**src/hdl/qesc_pkg.sv**
```systemverilog
package qesc_pkg;

    // ********************************************************************
    // Geometry
    // ********************************************************************
    localparam int NUM_CH_DEF  = 4;
    localparam int CNT_W_DEF   = 16;
    localparam int ADDR_W      = 8;
    localparam int DATA_W      = 32;
    localparam int DEB_CNT_W   = 10;

    // ********************************************************************
    // Register offsets (byte addresses, one word each)
    // ********************************************************************
    localparam logic [7:0] OFS_CFG_BASE = 8'h00;  // Channel n config at 0x00 + 4n
    localparam logic [7:0] OFS_CAP_BASE = 8'h10;  // Channel n capture at 0x10 + 4n
    localparam logic [7:0] OFS_STATUS   = 8'h20;  // Index-seen flags
    localparam logic [3:0] PAGE_CFG     = 4'h0;
    localparam logic [3:0] PAGE_CAP     = 4'h1;

    // ********************************************************************
    // Modes and field encodings
    // ********************************************************************
    typedef enum logic [1:0] {
        QESC_TOTALIZE,
        QESC_ENCODER,
        QESC_PERIOD,
        QESC_IDLE
    } qesc_mode_t;

    localparam logic [1:0] RES_1X = 2'h0;  // Rising edges of A
    localparam logic [1:0] RES_2X = 2'h1;  // Both edges of A
    localparam logic [1:0] RES_4X = 2'h2;  // Both edges of A and B (code 3 alike)

    // Per-channel configuration word, low bits of the config register
    typedef struct packed {
        logic [2:0] deb_sel;                       // bits 12:10, 0 = no filter
        logic [1:0] tick_sel;                      // bits 9:8
        logic       mapped_clear_option;           // bit 7
        logic       mapped_gate_option;            // bit 6
        logic [1:0] map_sel;                       // bits 5:4
        logic [1:0] quadrature_resolution_select;  // bits 3:2
        qesc_mode_t mode;                          // bits 1:0
    } qesc_cfg_t;

    localparam logic [12:0] CFG_RESET = 13'h0000;

    // ********************************************************************
    // Timing: tick sizes in tenths of a nanosecond, clock 50 ns
    // ********************************************************************
    localparam int CLK_PERIOD_TENTHS = 500;
    localparam int TICK1_TENTHS      = 2083;    // 208.3 ns
    localparam int TICK2_TENTHS      = 20833;   // 2083.3 ns
    localparam int TICK3_TENTHS      = 208330;  // 20833 ns
    localparam int TICK1_CYC = (TICK1_TENTHS / CLK_PERIOD_TENTHS < 1) ? 1
                             : TICK1_TENTHS / CLK_PERIOD_TENTHS;
    localparam int TICK2_CYC = (TICK2_TENTHS / CLK_PERIOD_TENTHS < 1) ? 1
                             : TICK2_TENTHS / CLK_PERIOD_TENTHS;
    localparam int TICK3_CYC = (TICK3_TENTHS / CLK_PERIOD_TENTHS < 1) ? 1
                             : TICK3_TENTHS / CLK_PERIOD_TENTHS;
    localparam int TICK_DIV_W = 10;

    // Debounce: stable time is 2^(sel + DEB_LOG_BASE) cycles for sel > 0
    localparam int DEB_LOG_BASE = 1;

endpackage

```
**src/hdl/qesc_top.sv**
```systemverilog
`timescale 1ns/1ps

module qesc_top
    import qesc_pkg::*;
#(
    parameter int NUM_CH = NUM_CH_DEF,
    parameter int CNT_W  = CNT_W_DEF
) (
    input  wire logic              SYS_CLK,
    input  wire logic              NRST,
    input  wire logic              COUNTER_INPUT_ZERO,
    input  wire logic              COUNTER_INPUT_ONE,
    input  wire logic              COUNTER_INPUT_TWO,
    input  wire logic              COUNTER_INPUT_THREE,
    input  wire logic              SCAN_BEGIN_EVENT,
    input  wire logic              ACQ_BEGIN,
    input  wire logic [ADDR_W-1:0] ADDR,
    input  wire logic [DATA_W-1:0] WR_DATA,
    input  wire logic              WR_STB,
    input  wire logic              RD_STB,
    output logic      [DATA_W-1:0] RD_DATA,
    output logic      [NUM_CH-1:0] INDEX_FOUND
);

    // ********************************************************************
    // Elaboration checks
    // ********************************************************************
    if (NUM_CH != 4) begin : g_chk_ch
        $error("qesc_top: channel pairing and 2-bit map select need 4 channels");
    end
    if (CNT_W != 16) begin : g_chk_w
        $error("qesc_top: counters are 16 bits wide");
    end
    if (DATA_W < CNT_W || DATA_W < $bits(qesc_cfg_t)) begin : g_chk_d
        $error("qesc_top: read word narrower than a counter or config");
    end

    // ********************************************************************
    // Input synchronisers and debounce
    // ********************************************************************
    // Raw pins, two-stage line, filtered level and its last value
    logic [NUM_CH-1:0] sync_meta;
    logic [NUM_CH-1:0] sync_line;
    logic [NUM_CH-1:0] filt;
    logic [NUM_CH-1:0] filt_prev;
    wire  [NUM_CH-1:0] raw_in = {COUNTER_INPUT_THREE, COUNTER_INPUT_TWO,
                                 COUNTER_INPUT_ONE, COUNTER_INPUT_ZERO};
    // Edges of the filtered level, one cycle wide each
    wire  [NUM_CH-1:0] rise   = filt & ~filt_prev;
    wire  [NUM_CH-1:0] fall   = ~filt & filt_prev;

    // Two stages, then edges taken only from the filtered level
    // Pins count as synchronous, yet two stages still guard against skew
    always_ff @(posedge SYS_CLK or negedge NRST) begin
        if (!NRST) begin
            sync_meta <= '0;
            sync_line <= '0;
            filt_prev <= '0;
        end else begin
            sync_meta <= raw_in;
            sync_line <= sync_meta;
            filt_prev <= filt;
        end
    end

    // ********************************************************************
    // Tick dividers for period mode
    // ********************************************************************
    // One enable per tick size, and a divider for each slower one
    logic [3:0]          tick_pulse;
    logic [TICK_DIV_W-1:0] tick_cnt [3];
    localparam int TICK_CYC [3] = '{TICK1_CYC, TICK2_CYC, TICK3_CYC};

    // Finest tick is every clock; slower ones are one-cycle enables
    assign tick_pulse[0] = 1'b1;

    for (genvar t = 0; t < 3; t++) begin : g_tick
        localparam logic [TICK_DIV_W-1:0] TLAST = TICK_DIV_W'(TICK_CYC[t] - 1);

        // A tick longer than the divider could count would wrap early
        if (TICK_CYC[t] > (1 << TICK_DIV_W)) begin : g_chk_div
            $error("qesc_top: tick divider too narrow");
        end

        // Wrap marks one tick of this rate
        wire wrap = (tick_cnt[t] == TLAST);

        assign tick_pulse[t+1] = wrap;

        // Free-running divider, restarted at acquisition start for a clean phase
        always_ff @(posedge SYS_CLK or negedge NRST) begin
            if (!NRST) begin
                tick_cnt[t] <= '0;
            end else if (ACQ_BEGIN || wrap) begin
                tick_cnt[t] <= '0;
            end else begin
                tick_cnt[t] <= tick_cnt[t] + 1'b1;
            end
        end
    end

    // ********************************************************************
    // Register decode
    // ********************************************************************
    // Word-aligned hits only; a misaligned address reads as unmapped
    wire       hit_cfg  = (ADDR[7:4] == PAGE_CFG) && (ADDR[1:0] == 2'h0);
    wire       hit_cap  = (ADDR[7:4] == PAGE_CAP) && (ADDR[1:0] == 2'h0);
    wire       hit_stat = (ADDR == OFS_STATUS);
    wire [1:0] reg_idx  = ADDR[3:2];

    // Per-channel words gathered for the read path
    qesc_cfg_t         cfg_word [NUM_CH];
    logic [CNT_W-1:0]  cap_word [NUM_CH];
    logic [NUM_CH-1:0] index_seen;

    // ********************************************************************
    // Per-channel counter logic
    // ********************************************************************
    for (genvar ch = 0; ch < NUM_CH; ch++) begin : g_ch
        localparam int PB = ch | 1;  // Partner B channel of an even A channel
        // Channel state
        qesc_cfg_t        cfg;
        logic [CNT_W-1:0] cnt;
        logic [CNT_W-1:0] pcnt;
        logic [CNT_W-1:0] pval;
        logic [CNT_W-1:0] hold;
        logic             seen;
        logic             p_armed;

        // Debounce per channel, selectable independently
        // A longer interval also delays genuine edges by the same time
        qesc_debounce #(
            .CW (DEB_CNT_W)
        ) u_deb (
            .clk   (SYS_CLK),
            .rst_n (NRST),
            .din   (sync_line[ch]),
            .sel   (cfg.deb_sel),
            .dout  (filt[ch])
        );

        // Mapped channel conditions
        wire map_lvl  = filt[cfg.map_sel];
        wire map_rise = rise[cfg.map_sel];
        wire gate_ok  = !cfg.mapped_gate_option || map_lvl;
        wire clr_evt  = cfg.mapped_clear_option && map_rise;

        // Quadrature decode, only an even channel pairs with its odd neighbour
        wire is_enc   = (cfg.mode == QESC_ENCODER) && ((ch & 1) == 0);
        wire a_lvl    = filt[ch];
        wire b_lvl    = filt[PB];
        wire a_edge   = rise[ch] | fall[ch];
        wire b_edge   = rise[PB] | fall[PB];
        // A leads B: A moves to differ from B, or B moves to equal A
        wire a_up     = a_edge && (a_lvl != b_lvl);
        wire b_up     = b_edge && (a_lvl == b_lvl);
        // Resolution picks which edges may move the count
        wire res1     = (cfg.quadrature_resolution_select == RES_1X);
        wire res2     = (cfg.quadrature_resolution_select == RES_2X);
        wire a_use    = res1 ? rise[ch] : a_edge;
        wire b_use    = (res1 || res2) ? 1'b0 : b_edge;
        wire step_up  = (a_use && a_up) || (b_use && b_up);
        wire step_dn  = (a_use && !a_up) || (b_use && !b_up);
        // With B edges in use (4x), simultaneous A and B moves cancel out instead of double counting
        wire step_en  = gate_ok && (step_up != step_dn);

        // Totalize saturates at full scale instead of wrapping
        wire at_top   = (cnt == {CNT_W{1'b1}});
        wire tot_en   = (cfg.mode == QESC_TOTALIZE) && rise[ch] && gate_ok && !at_top;

        // Encoder wraps in either direction
        wire [CNT_W-1:0] enc_step = step_up ? cnt + 1'b1 : cnt - 1'b1;

        wire [CNT_W-1:0] next_cnt =
            (is_enc && clr_evt)  ? '0 :
            (is_enc && step_en)  ? enc_step :
            tot_en               ? cnt + 1'b1 :
            cnt;

        // Period: ungated tick counter, restarted on each own rising edge
        wire p_mode   = (cfg.mode == QESC_PERIOD);
        wire p_top    = (pcnt == {CNT_W{1'b1}});
        wire p_tick   = tick_pulse[cfg.tick_sel] && !p_top;
        // The tick at the closing edge belongs to the period it closes
        wire [CNT_W-1:0] next_pcnt = p_tick ? pcnt + 1'b1 : pcnt;

        // Value handed to the scan for this channel
        wire [CNT_W-1:0] live = p_mode ? pval : cnt;

        // Configuration register
        // Only the low field bits are kept; the rest read back as zero
        always_ff @(posedge SYS_CLK or negedge NRST) begin
            if (!NRST) begin
                cfg <= qesc_cfg_t'(CFG_RESET);
            end else if (WR_STB && hit_cfg && reg_idx == 2'(ch)) begin
                cfg <= qesc_cfg_t'(WR_DATA[$bits(qesc_cfg_t)-1:0]);
            end
        end

        // Position or totalize count
        always_ff @(posedge SYS_CLK or negedge NRST) begin
            if (!NRST) begin
                cnt <= '0;
            end else if (ACQ_BEGIN) begin
                cnt <= '0;
            end else begin
                cnt <= next_cnt;
            end
        end

        // Single-period measurement; the stretch from acquisition start to the
        // first own edge is no whole period, so that edge only arms the channel
        always_ff @(posedge SYS_CLK or negedge NRST) begin
            if (!NRST) begin
                pcnt    <= '0;
                pval    <= '0;
                p_armed <= 1'b0;
            end else if (ACQ_BEGIN) begin
                pcnt    <= '0;
                pval    <= '0;
                p_armed <= 1'b0;
            end else if (p_mode && rise[ch]) begin
                pval    <= p_armed ? next_pcnt : pval;
                pcnt    <= '0;
                p_armed <= 1'b1;
            end else if (p_mode && p_tick) begin
                pcnt <= next_pcnt;
            end
        end

        // Scan capture: data moves only on scan boundaries, one scan behind
        // A start of acquisition in the same cycle beats the scan
        always_ff @(posedge SYS_CLK or negedge NRST) begin
            if (!NRST) begin
                hold <= '0;
            end else if (ACQ_BEGIN) begin
                hold <= '0;
            end else if (SCAN_BEGIN_EVENT) begin
                hold <= live;
            end
        end

        // Index reference found; a same-cycle index beats the restart
        // Only an encoder channel with the clear option can find the index
        always_ff @(posedge SYS_CLK or negedge NRST) begin
            if (!NRST) begin
                seen <= 1'b0;
            end else begin
                seen <= (seen && !ACQ_BEGIN) || (is_enc && clr_evt);
            end
        end

        // Hand the channel words to the read path
        assign cfg_word[ch]   = cfg;
        assign cap_word[ch]   = hold;
        assign index_seen[ch] = seen;
    end

    // ********************************************************************
    // Read path
    // ********************************************************************
    // Capture words are plain registers; reading them stalls nothing
    wire [DATA_W-1:0] rd_cfg  = DATA_W'(cfg_word[reg_idx]);
    wire [DATA_W-1:0] rd_cap  = DATA_W'(cap_word[reg_idx]);
    wire [DATA_W-1:0] rd_stat = DATA_W'(index_seen);
    // The three hits never overlap, so the order is moot
    wire [DATA_W-1:0] rd_word = hit_cfg  ? rd_cfg  :
                                hit_cap  ? rd_cap  :
                                hit_stat ? rd_stat :
                                {DATA_W{1'b0}};

    // Read data stand in each cycle after a cycle with the strobe high, zero otherwise
    always_ff @(posedge SYS_CLK or negedge NRST) begin
        if (!NRST) begin
            RD_DATA <= '0;
        end else begin
            RD_DATA <= RD_STB ? rd_word : {DATA_W{1'b0}};
        end
    end

    // Index flags mirrored on pins for the sequencer
    always_ff @(posedge SYS_CLK or negedge NRST) begin
        if (!NRST) begin
            INDEX_FOUND <= '0;
        end else begin
            INDEX_FOUND <= index_seen;
        end
    end

endmodule

```
**src/hdl/qesc_debounce.sv**
```systemverilog
`timescale 1ns/1ps

// ************************************************************************
// Single-input debounce filter
// ************************************************************************
module qesc_debounce
    import qesc_pkg::*;
#(
    parameter int CW = DEB_CNT_W
) (
    input  wire logic       clk,
    input  wire logic       rst_n,
    input  wire logic       din,
    input  wire logic [2:0] sel,
    output logic            dout
);

    logic [CW-1:0] cnt;
    logic [CW-1:0] limit;
    wire           differs = (din != dout);
    wire           settled = (cnt == limit);

    if (CW < 10) begin : g_chk
        $error("qesc_debounce: counter too narrow for longest interval");
    end

    // Stable time grows by powers of two with the select
    assign limit = CW'((1 << (32'(sel) + DEB_LOG_BASE)) - 1);

    // Output follows only after the input has held its new level long enough
    always_ff @(posedge clk or negedge rst_n) begin
        if (!rst_n) begin
            cnt  <= '0;
            dout <= 1'b0;
        end else if (!differs) begin
            cnt <= '0;
        end else if (sel == 3'h0 || settled) begin
            cnt  <= '0;
            dout <= din;
        end else begin
            cnt <= cnt + 1'b1;
        end
    end

endmodule

```
**config.mk**
```make
export PLATFORM = sky130hd
export DESIGN_NAME = qesc_top
export DESIGN_NICKNAME = d
export VERILOG_FILES = /design/src/hdl/qesc_pkg.sv /design/src/hdl/qesc_top.sv /design/src/hdl/qesc_debounce.sv
export SDC_FILE = /design/constraint.sdc
export NUM_CORES = 1
export LEC_CHECK = 0
export BUFFER_PORTS_ARGS = -buffer_cell sky130_fd_sc_hd__buf_2
export CAP_MARGIN = 20
export CORE_MARGIN = 4
export CORE_UTILIZATION = 55
export DETAILED_ROUTE_END_ITERATION = 10
export MAX_ROUTING_LAYER = met4
export PLACE_DENSITY = 0.72
export SYNTH_ARGS = -nofsm -noshare
export SYNTH_HDL_FRONTEND = slang
export SYNTH_SLANG_ARGS = --single-unit
```
**constraint.sdc**
```tcl
create_clock -name SYS_CLK -period 3.75 [get_ports SYS_CLK]
set_input_delay 0.375 -clock SYS_CLK [delete_from_list [all_inputs] [get_ports SYS_CLK]]
set_output_delay 0.375 -clock SYS_CLK [all_outputs]
set_load 0.03 [all_outputs]
```
==> out/metrics.csv, run 1 <==
stage,metric,value,unit
sta,"Hold Vio Cnt, Final",0,
sta,Worst Tran Pin Value,1.115,ns
placement,port buffer count,50,
worst_hold_path,Hold Crit Class,primary input to flip-flop,
sta,post-route minimum period,3.108,ns
power,Pwr Density,419.2,nW/µm²
yosys,"Async S/R FF share, synth",100.0,%
global_route,vias in the first global route,17850,
route,drt drc,0,
clock_network,# H-tree levels,2,
worst_hold_path,hold path start,WR_DATA[6],
critical_path,Worst path slowest cell,nor4_1,
floorplanning,Die ar.,45630,µm²
critical_path,CP arrival,3.59,ns
route,DRT iter0 DRCs,1841,
global_route,antenna violations before repair,3,
sta,unrepaired setup endpoints after global routing,false,
critical_path,CP Capture Type,flip-flop,
critical_path,R2R depth,6,
critical_path,reg-to-reg startpoint,tick_cnt[26]$_DFF_PN0_,
sta,Final Skew,0.01961,ns
clock_network,clock sinks,422,
floorplanning,die boundary height,213.6,µm
sta,post-route clock period utilization,82.88,%
critical_path,cell family with most CP delay,simple AND/OR/NAND/NOR gates,
yosys,ys flop type,dfrtp_1,
sta,count of final setup violators,0,
worst_hold_path,WHS Path Cells,2,
critical_path,Startpoint Class,flip-flop,
clock_network,Clock Root Buffer,clkbuf_16,
floorplanning,Ports,86,
route,Final ANT Viol Nets,0,
sta,slew margin rel.,25.65,%
route,DRT Pass-1 Iters,5,
cells_and_area,layout cells sized above 1,11.50,%
yosys,ranking of synthesized cells by area,"dfrtp_1 (45%), nand2_1 (4.8%), nor2_1 (3.9%)",
critical_path,CP max FO,14,
yosys,Post-Syn Area,23250,µm²
yosys,Post-synth EDFFs,0,
clock_network,CTS buffer count,47,
global_route,GRT overflow,0,
clock_network,clock-pin slew on the worst setup and hold paths,0.06,ns
sta,"Slew Viols, Final",0,
yosys,Synth area leader,dfrtp_1,
clock_network,clock latency on the worst-skew pair,0.58,ns
sta,Max Freq,321.7,MHz
critical_path,critical-path cell list,"nor4_1, a311o_1, o31a_1, nand2_1, or3_1, a221oi_1",
yosys,Synth Instances,2470,
route,WL final,57710,µm
cells_and_area,"most common cell after layout, fill and taps aside",dfrtp_1,
placement,Placed Area,23860,µm²
cells_and_area,synthesis-to-finish area growth,9.912,%
yosys,"Distinct cells, synth",80,
floorplanning,Initial Utilization,55.56,%
critical_path,Worst R2R End,g_ch[0].pcnt[0]$_DFFE_PN0P_,
flow_run,Max Cap Violations,0,
cells_and_area,fin nets,2530,
cells_and_area,final core occ,61.06,%
power,VDD IR max,0.2703,mV
route,vias,18610,
global_route,global-route wire length before repair,94020,µm
clock_network,CTS tree,done,
yosys,sequential element share of the synthesized area,45.42,%
cells_and_area,highest-count cells in the layout ignoring fill and taps,"dfrtp_1 (422), nand2_1 (295), nor2_1 (241), nand3_1 (144), o21ai_0 (124)",
critical_path,FF-to-FF setup slack,0.64,ns
sta,setup_tns,0,ns
cells_and_area,# fillers,3474,
critical_path,WP data required,4.23,ns
floorplanning,Std-Cell Rows,75,
yosys,Synth Register Bits,422,
critical_path,worst path bufs/invs,0,
run_status,status,completed,
power,Static Leak,10.53,nW
global_route,largest net degree at the start of global routing,116,
placement,HPWL after DPL,40050,µm
clock_network,Longest Clk Path Bufs,3,
route,vias per cell,6.144,
placement,GPL Wtd Cong,0.8862,
floorplanning,Die Width,213.6,µm
floorplanning,CORE AREA,41850,µm²
worst_hold_path,Hold EP,cfg_word[45]$_DFFE_PN0P_,
yosys,Yosys Warn Count,0,
global_route,gr usage total,26.06,%
critical_path,CP peak stage delay,0.62,ns
route,Wirelength per Cell,19.05,µm
yosys,area share of the largest cell type after synthesis,45.42,%
critical_path,Setup CP Type,flip-flop to flip-flop,
yosys,Avg Inst Size Synth,9.414,µm²
cells_and_area,fin area,25560,µm²
==> power by group <==
part | internal [mW] | switching (mW) | total [mW]
logic | 0.378 | 0.675 | 1.05
registers | 4.66 | 0.142 | 4.80
clock network | 2.98 | 1.88 | 4.86
==> how the worst max path moves through the flow <==
stage | startpoint | endpoint | slack [ns] | cells past startpoint
6_report | tick_cnt[26]$_DFF_PN0_ | g_ch[0].pcnt[0]$_DFFE_PN0P_ | 0.64 | 6
4_1_cts | tick_cnt[26]$_DFF_PN0_ | g_ch[0].pcnt[0]$_DFFE_PN0P_ | 0.61 | 6
3_5_place_dp | tick_cnt[26]$_DFF_PN0_ | g_ch[0].pcnt[0]$_DFFE_PN0P_ | 0.62 | 6
5_1_grt | tick_cnt[26]$_DFF_PN0_ | g_ch[0].pval[15]$_DFFE_PN0P_ | 0.39 | 6
3_3_place_gp | tick_cnt[26]$_DFF_PN0_ | g_ch[0].pcnt[15]$_DFFE_PN0P_ | 0.71 | 6
2_1_floorplan | cfg_word[11]$_DFFE_PN0P_ | g_ch[3].u_deb.cnt[2]$_DFF_PN0_ | 1.12 | 10
==> sequential cells by signal, summed over array words and instances, names as in the netlist <==
name	count
g_ch.cnt	64
g_ch.seen	4
sync_line	4
g_ch.hold	64
cfg_word	52
g_ch.pcnt	64
g_ch.pval	64
tick_cnt	30
g_ch.p_armed	4
RD_DATA	16
INDEX_FOUND	4
g_ch.u_deb.cnt	40
filt_prev	4
sync_meta	4
g_ch.u_deb.dout	4
==> cell families (layout without fill, tap and decap cells) <==
group | after synthesis | after routing | share of synthesized area [%]
xor+xnor | 159 | 159 | 5.989
flops | 422 | 422 | 45.42
mux | 130 | 130 | 7.765
fa+ha+maj | 27 | 27 | 1.442
compound gates | 438 | 438 | 12.67
other cells | 2 | 22 | 0.03230
simple gates | 1054 | 1054 | 22.46
buf+inv | 238 | 238 | 4.229
==> per-stage QoR <==
step | worst slack [ns] | hold WS, ns | instances | total power, mW
floorplan | 1.118 | 0.07941 | 2487 | 5.558
global placement | 0.7093 | 0.3355 | 2936 | 5.882
detailed placement | 0.6198 | 0.3365 | 2939 | 5.922
CTS | 0.6122 | 0.04284 | 3026 | 10.81
global route | 0.3927 | 0.06621 | 3029 | 11.15
finish | 0.6419 | 0.07280 | 3029 | 10.71
==> synthesized netlist by cell type (10+ instances only) <==
cell and number:
nand4_1 46, and4_1 12, or4_1 21, nor2_1 241
o21ai_0 125, nor4_1 14, xor2_1 96, nand2_1 295
mux2i_1 33, o311ai_0 15, ha_1 26, inv_1 54
nand3b_1 32, dfrtp_1 422, buf_4 17, mux4_2 34
or3_1 60, and3_1 53, o211ai_1 16, nor2b_1 28
nor3b_1 14, nand3_1 144, a31oi_1 35, a21oi_1 78
nand4b_1 10, nand2b_1 18, nor3_1 38, a22oi_1 14
buf_2 21, mux2_2 63, a311oi_1 69, clkbuf_1 137
xnor2_1 63
==> repair_timing <==
action	in CTS	in global routing
setup endpoints to repair	0	0
gates resized for setup	0	0
endpoints found under the hold margin	84	0
setup buffers	0	0
hold buffers	5	0
==> layout make-up <==
type	count	area (µm²)	share of cell area [%]
Inverter	55	206.4	0.8078
Tap cell	539	674.4	2.639
Clock buffer	64	1341	5.248
Clock inverter	18	294.0	1.150
Multi-Input combinational cell	1827	11780	46.08
Antenna cell	3	7.507	0.02937
Timing Repair Buffer	101	695.7	2.722
Sequential cell	422	10560	41.32
==> metal layers <==
layer | track usage, % | vias up | wire (µm)
met4 | 7.438 | 0 | 1570
li1 | - | 8821 | -
met1 | 35.50 | 9175 | 25080
met2 | 41.13 | 525 | 27650
met3 | 3.980 | 90 | 3412
met5 | - | - | 0
(Power assumes the default switching activity.)
==> run 2: changes to the inputs <==
Clock period 3.75 ns to 3 ns, I/O delays scaled along.
==> run 2 against run 1 <==
  * Final area increased by 0.91%
  * Critical endpoint is now g_ch[0].u_deb.cnt[2]$_DFF_PN0_
  * Largest power group is now sequential cells
  * Non-clock buffer count increased by 41
  * Die area unchanged
  * Fmax increased by 14%
  * Utilization increased by 0.55 points
==> out/metrics.csv, run 2 (synthesized netlist as in run 1, its figures left out) <==
stage,metric,value,unit
run_status,status,completed,
clock_network,# H-tree levels,2,
sta,WHS,0.02846,ns
placement,HPWL after DPL,41430,µm
clock_network,Longest Clk Path Bufs,3,
critical_path,WP data required,3.50,ns
route,Routed met2 length,27610,µm
sta,count of final setup violators,0,
global_route,gr usage total,26.86,%
global_route,vias in the first global route,18320,
critical_path,critical-path cell list,"or3_1, ha_1, or3b_2, a21o_1, a41o_1, nand4b_1, nand3_1, nor2_1",
floorplanning,Die Width,213.6,µm
critical_path,Setup CP Type,flip-flop to flip-flop,
floorplanning,die boundary height,213.6,µm
global_route,largest net degree at the start of global routing,95,
critical_path,CP peak stage delay,0.49,ns
cells_and_area,synthesis-to-finish area growth,10.91,%
placement,GPL Wtd Cong,0.9087,
route,WL final,59130,µm
floorplanning,Initial Utilization,55.56,%
clock_network,Post-CTS Setup Inserts,0,
clock_network,clock-pin slew on the worst setup and hold paths,0.06,ns
power,Pwr Density,505.1,nW/µm²
route,met3 WL,3822,µm
sta,Max Freq,366.1,MHz
route,highest routed layer,met4,
power,VDD IR max,0.4123,mV
route,drt drc,0,
sta,slew margin rel.,30.19,%
power,Static Leak,10.69,nW
route,vias,18990,
clock_network,Clock Root Buffer,clkbuf_16,
flow_run,Max Cap Violations,0,
sta,setup ws final,0.2685,ns
floorplanning,Std-Cell Rows,75,
global_route,GRT overflow,0,
clock_network,CTS tree,done,
clock_network,# hold bufs at CTS,11,
sta,Worst Tran Pin Value,1.045,ns
clock_network,CTS buffer count,46,
cells_and_area,# fillers,3432,
critical_path,CP max FO,12,
global_route,global-route wire length before repair,96840,µm
critical_path,Startpoint Class,flip-flop,
cells_and_area,"most common cell after layout, fill and taps aside",dfrtp_1,
global_route,antenna violations before repair,2,
clock_network,count of cells resized by post-cts repair,0,
route,DRT iter0 DRCs,1947,
power,post-layout power,13.03,mW
sta,setup_tns,0,ns
worst_hold_path,Hold Crit Class,primary input to flip-flop,
sta,Final Skew,0.02109,ns
clock_network,clock sinks,422,
floorplanning,Ports,86,
clock_network,clock latency on the worst-skew pair,0.59,ns
cells_and_area,fin nets,2570,
floorplanning,Die ar.,45630,µm²
critical_path,Worst path slowest cell,dfrtp_1,
cells_and_area,highest-count cells in the layout ignoring fill and taps,"dfrtp_1 (422), nand2_1 (295), nor2_1 (241), nand3_1 (144), o21ai_0 (124)",
route,Final ANT Viol Nets,0,
sta,"Slew Viols, Final",0,
route,Wirelength per Cell,19.27,µm
sta,post-route minimum period,2.732,ns
route,M1 WL,25650,µm
sta,"Hold Vio Cnt, Final",0,
sta,post-route clock period utilization,91.05,%
route,vias per cell,6.191,
sta,unrepaired setup endpoints after global routing,false,
critical_path,CP arrival,3.24,ns
cells_and_area,layout cells sized above 1,12.58,%
placement,Placement Setup Slack,0.2763,ns
floorplanning,CORE AREA,41850,µm²
critical_path,CP Capture Type,flip-flop,
placement,Placed Cells,2974,
placement,port buffer count,50,
route,DRT Pass-1 Iters,7,
cells_and_area,Final Instance Count excl. Fillers,3068,
run 2: cell type report:
| type | count | area, µm² | area share, % |
|---|---|---|---|
| Sequential cell | 422 | 10560 | 40.95 |
| Timing Repair Buffer | 142 | 1059 | 4.105 |
| Clock buffer | 69 | 1369 | 5.308 |
| Antenna cell | 1 | 2.502 | 0.009704 |
| Tap cell | 539 | 674.4 | 2.615 |
| Clock inverter | 13 | 140.1 | 0.5434 |
| Inverter | 55 | 206.4 | 0.8005 |
| Multi-Input combinational cell | 1827 | 11780 | 45.67 |
run 2: routing by layer:
layer / GRT usage, % / vias to the layer above
met5: - / -
met4: 8.960 / 0
met3: 5.194 / 116
met2: 41.08 / 555
met1: 36.48 / 9419
li1: - / 8903
run 2: critical path: cells and delay by family (launching register included):
kind	cells	cell delay, ns
simple gates	5	1.53
compound gates	2	0.39
fa+ha+maj	1	0.24
flops	1	0.49
run 2: metrics by stage:
step,area (µm²),util (%)
after floorplan,23320,-
after global placement,24150,57.71
after detailed placement,24170,57.74
after CTS,25790,61.61
after global routing,25790,61.62
final,25790,61.62
run 2: power by group:
| group | switching, mW | internal, mW | total, mW |
|---|---|---|---|
| sequential | 0.159 | 5.83 | 5.98 |
| combinational | 0.882 | 0.515 | 1.40 |
| clock | 2.32 | 3.32 | 5.64 |
run 2: path summary, 6_finish.rpt:
path / cells past startpoint / slack (ns) / from / endpoint
max: 8 / 0.27 / cfg_word[51]$_DFFE_PN0P_ / g_ch[0].u_deb.cnt[2]$_DFF_PN0_
min: 2 / 0.03 / WR_DATA[8] / cfg_word[8]$_DFFE_PN0P_
max reg2reg: 8 / 0.27 / cfg_word[51]$_DFFE_PN0P_ / g_ch[0].u_deb.cnt[2]$_DFF_PN0_
min reg2reg: 0 / 0.37 / sync_meta[0]$_DFF_PN0_ / sync_line[0]$_DFF_PN0_
max in group asynchronous: 3 / 1.79 / NRST / g_ch[2].pcnt[11]$_DFFE_PN0P_
min in group asynchronous: 2 / 0.25 / NRST / g_ch[0].pcnt[2]$_DFFE_PN0P_
==> run 3: changes to the inputs <==
Settings changed: SYNTH_HIERARCHICAL from default to 1.
==> run 3 against run 2 <==
  * Register-to-register slack worse by 0.11 ns
  * Count of clock-buffer cells in the layout shrank 2
  * Critical path depth stayed put
  * Power up 2.3%
  * Critical path type unchanged
  * Largest power group unchanged
  * Highest routed layer unchanged
==> out/metrics.csv, run 3 <==
stage,metric,value,unit
run_status,status,completed,
clock_network,clock latency on the worst-skew pair,0.58,ns
critical_path,Startpoint Class,flip-flop,
placement,GPL Wtd Cong,0.8841,
cells_and_area,# fillers,3415,
critical_path,Worst R2R End,g_ch[0].cnt[11]$_DFFE_PN0P_,
clock_network,# hold bufs at CTS,10,
route,vias per cell,6.158,
sta,"Hold Vio Cnt, Final",0,
clock_network,CTS buffer count,46,
critical_path,Setup CP Type,flip-flop to flip-flop,
yosys,"Distinct cells, synth",91,
cells_and_area,synthesis-to-finish area growth,11.29,%
yosys,Post-Syn Area,23330,µm²
yosys,Avg Inst Size Synth,9.771,µm²
worst_hold_path,Hold Crit Class,primary input to flip-flop,
placement,HPWL after DPL,40630,µm
flow_run,Max Cap Violations,0,
sta,post-route clock period utilization,94.62,%
cells_and_area,area of the multi-input gates,11870,µm²
critical_path,WP data required,3.50,ns
clock_network,Longest Clk Path Bufs,3,
global_route,GRT overflow,0,
critical_path,worst setup path startpoint,g_ch[0].u_deb/dout$_DFFE_PN0P_,
sta,"Slew Viols, Final",0,
sta,unrepaired setup endpoints after global routing,false,
sta,post-route minimum period,2.838,ns
clock_network,count of cells resized by post-cts repair,0,
critical_path,FF-to-FF setup slack,0.16,ns
yosys,Post-synth EDFFs,0,
global_route,met2 Use GR,41.25,%
yosys,ranking of synthesized cells by area,"dfrtp_1 (45%), nand2_1 (4.6%), nor2_1 (3.9%)",
clock_network,Clock Root Buffer,clkbuf_16,
route,DRT Pass-1 Iters,5,
yosys,Synth Instances,2388,
sta,slew margin rel.,23.58,%
global_route,global-route wire length before repair,95780,µm
route,WL final,58000,µm
power,VDD IR max,0.3571,mV
floorplanning,Die ar.,45780,µm²
critical_path,CP max FO,15,
global_route,GRT met1 Usage,34.82,%
route,vias,18490,
global_route,met3 usage,4.085,%
cells_and_area,fin nets,2504,
cells_and_area,layout cells sized above 1,14.62,%
route,DRT iter0 DRCs,1783,
global_route,vias in the first global route,18090,
power,Static Leak,10.85,nW
sta,Worst Tran Pin Value,1.146,ns
yosys,Synth area leader,dfrtp_1,
placement,port buffer count,50,
critical_path,CP Capture Type,flip-flop,
yosys,Synth Register Bits,422,
floorplanning,CORE AREA,41950,µm²
clock_network,# H-tree levels,2,
cells_and_area,highest-count cells in the layout ignoring fill and taps,"dfrtp_1 (422), nand2_1 (287), nor2_1 (245), nand3_1 (111), o21ai_0 (111)",
sta,setup ws final,0.1615,ns
yosys,most frequent cell after synthesis,dfrtp_1,
placement,Placed Cells,2909,
critical_path,Critical Path Sink,g_ch[0].cnt[11]$_DFFE_PN0P_,
floorplanning,die boundary height,214.0,µm
cells_and_area,Register Area,10560,µm²
floorplanning,Initial Utilization,55.63,%
yosys,"Async S/R FF share, synth",100.0,%
sta,setup_tns,0,ns
clock_network,CTS tree,done,
placement,Placement Setup Slack,0.1946,ns
floorplanning,Ports,86,
yosys,sequential element share of the synthesized area,45.26,%
sta,Final Skew,0.01907,ns
clock_network,Post-CTS Setup Inserts,0,
global_route,largest net degree at the start of global routing,91,
power,Pwr Density,513.0,nW/µm²
sta,count of final setup violators,0,
sta,Max Freq,352.3,MHz
yosys,Yosys Warn Count,6,
route,Final ANT Viol Nets,0,
clock_network,clock sinks,422,
critical_path,reg-to-reg startpoint,g_ch[0].u_deb/dout$_DFFE_PN0P_,
yosys,area share of the largest cell type after synthesis,45.26,%
cells_and_area,Final Instance Count excl. Fillers,3003,
global_route,antenna violations before repair,2,
floorplanning,Std-Cell Rows,75,
critical_path,CP arrival,3.34,ns
floorplanning,Die Width,214.0,µm
route,Wirelength per Cell,19.31,µm
cells_and_area,"most common cell after layout, fill and taps aside",dfrtp_1,
critical_path,R2R depth,8,
global_route,GR peak layer,met2,
clock_network,clock-pin slew on the worst setup and hold paths,0.06,ns
yosys,synth cell count leaders,"dfrtp_1 (422), nand2_1 (287), nor2_1 (245)",
route,drt drc,0,
global_route,gr usage total,25.76,%
yosys,ys flop type,dfrtp_1,
-- run 3: logic make-up (layout without fill, tap and decap cells) --
family,after synthesis,in the layout,share of synthesized area [%]
AOI/OAI and AO/OA,405,405,12.62
xor gates and xnor gates,171,171,6.419
adders and majority gates,26,26,1.394
buffers and inverters,216,275,4.193
DFF,422,422,45.26
muxes,130,130,7.818
other,5,22,0.08044
and+or+nand+nor,1013,1013,22.22
-- run 3: layout make-up --
cell class / count / area share, %
Multi-Input combinational cell: 1765 / 45.73
Sequential cell: 422 / 40.67
Clock buffer: 67 / 5.242
Timing Repair Buffer: 139 / 4.076
Tap cell: 539 / 2.597
Clock inverter: 15 / 0.8914
Inverter: 54 / 0.7806
Antenna cell: 2 / 0.01927
-- run 3: power by group --
part / switching, mW / internal [mW]
Combinational: 0.856 / 0.508
Clock: 2.32 / 3.65
Sequential: 0.155 / 5.83
-- run 3: metrics by stage --
step | utilization, % | area, µm² | power (mW) | hold WS (ns)
global placement | 57.80 | 24250 | 7.378 | 0.3323
floorplan | - | 23390 | 6.940 | 0.004409
global route | 61.91 | 25970 | 13.84 | 0.02056
finish | 61.91 | 25970 | 13.32 | 0.03208
detailed placement | 57.86 | 24270 | 7.420 | 0.3378
CTS | 61.89 | 25960 | 13.42 | 0.006406
-- run 3: worst min path at each step --
stage | startpoint | end | slack, ns | depth (start not counted)
finish | WR_DATA[6] | cfg_word[45]$_DFFE_PN0P_ | 0.03 | 2
global route | WR_DATA[6] | cfg_word[6]$_DFFE_PN0P_ | 0.02 | 2
CTS | WR_DATA[5] | cfg_word[18]$_DFFE_PN0P_ | 0.006 | 2
detailed placement | sync_meta[0]$_DFF_PN0_ | sync_line[0]$_DFF_PN0_ | 0.34 | 0
global placement | sync_meta[3]$_DFF_PN0_ | sync_line[3]$_DFF_PN0_ | 0.33 | 0
floorplan | NRST | INDEX_FOUND[0]$_DFF_PN0_ | 0.004 | 0
-- run 3: layer usage --
layer	wire [µm]	share of wire, %
met4	1428	2.5
met3	3439	5.9
met1	25340	44
met2	27790	48
met5	0	0
-- run 3: worst max-delay path, stage by stage, from the launching register on --
cell	delay (ns)
dfrtp_1	0.49
ha_1	0.38
and2_0	0.18
o32a_1	0.37
a2111oi_4	0.19
buf_4	0.31
mux2_2	0.38
or3_1	0.32
a21oi_1	0.14
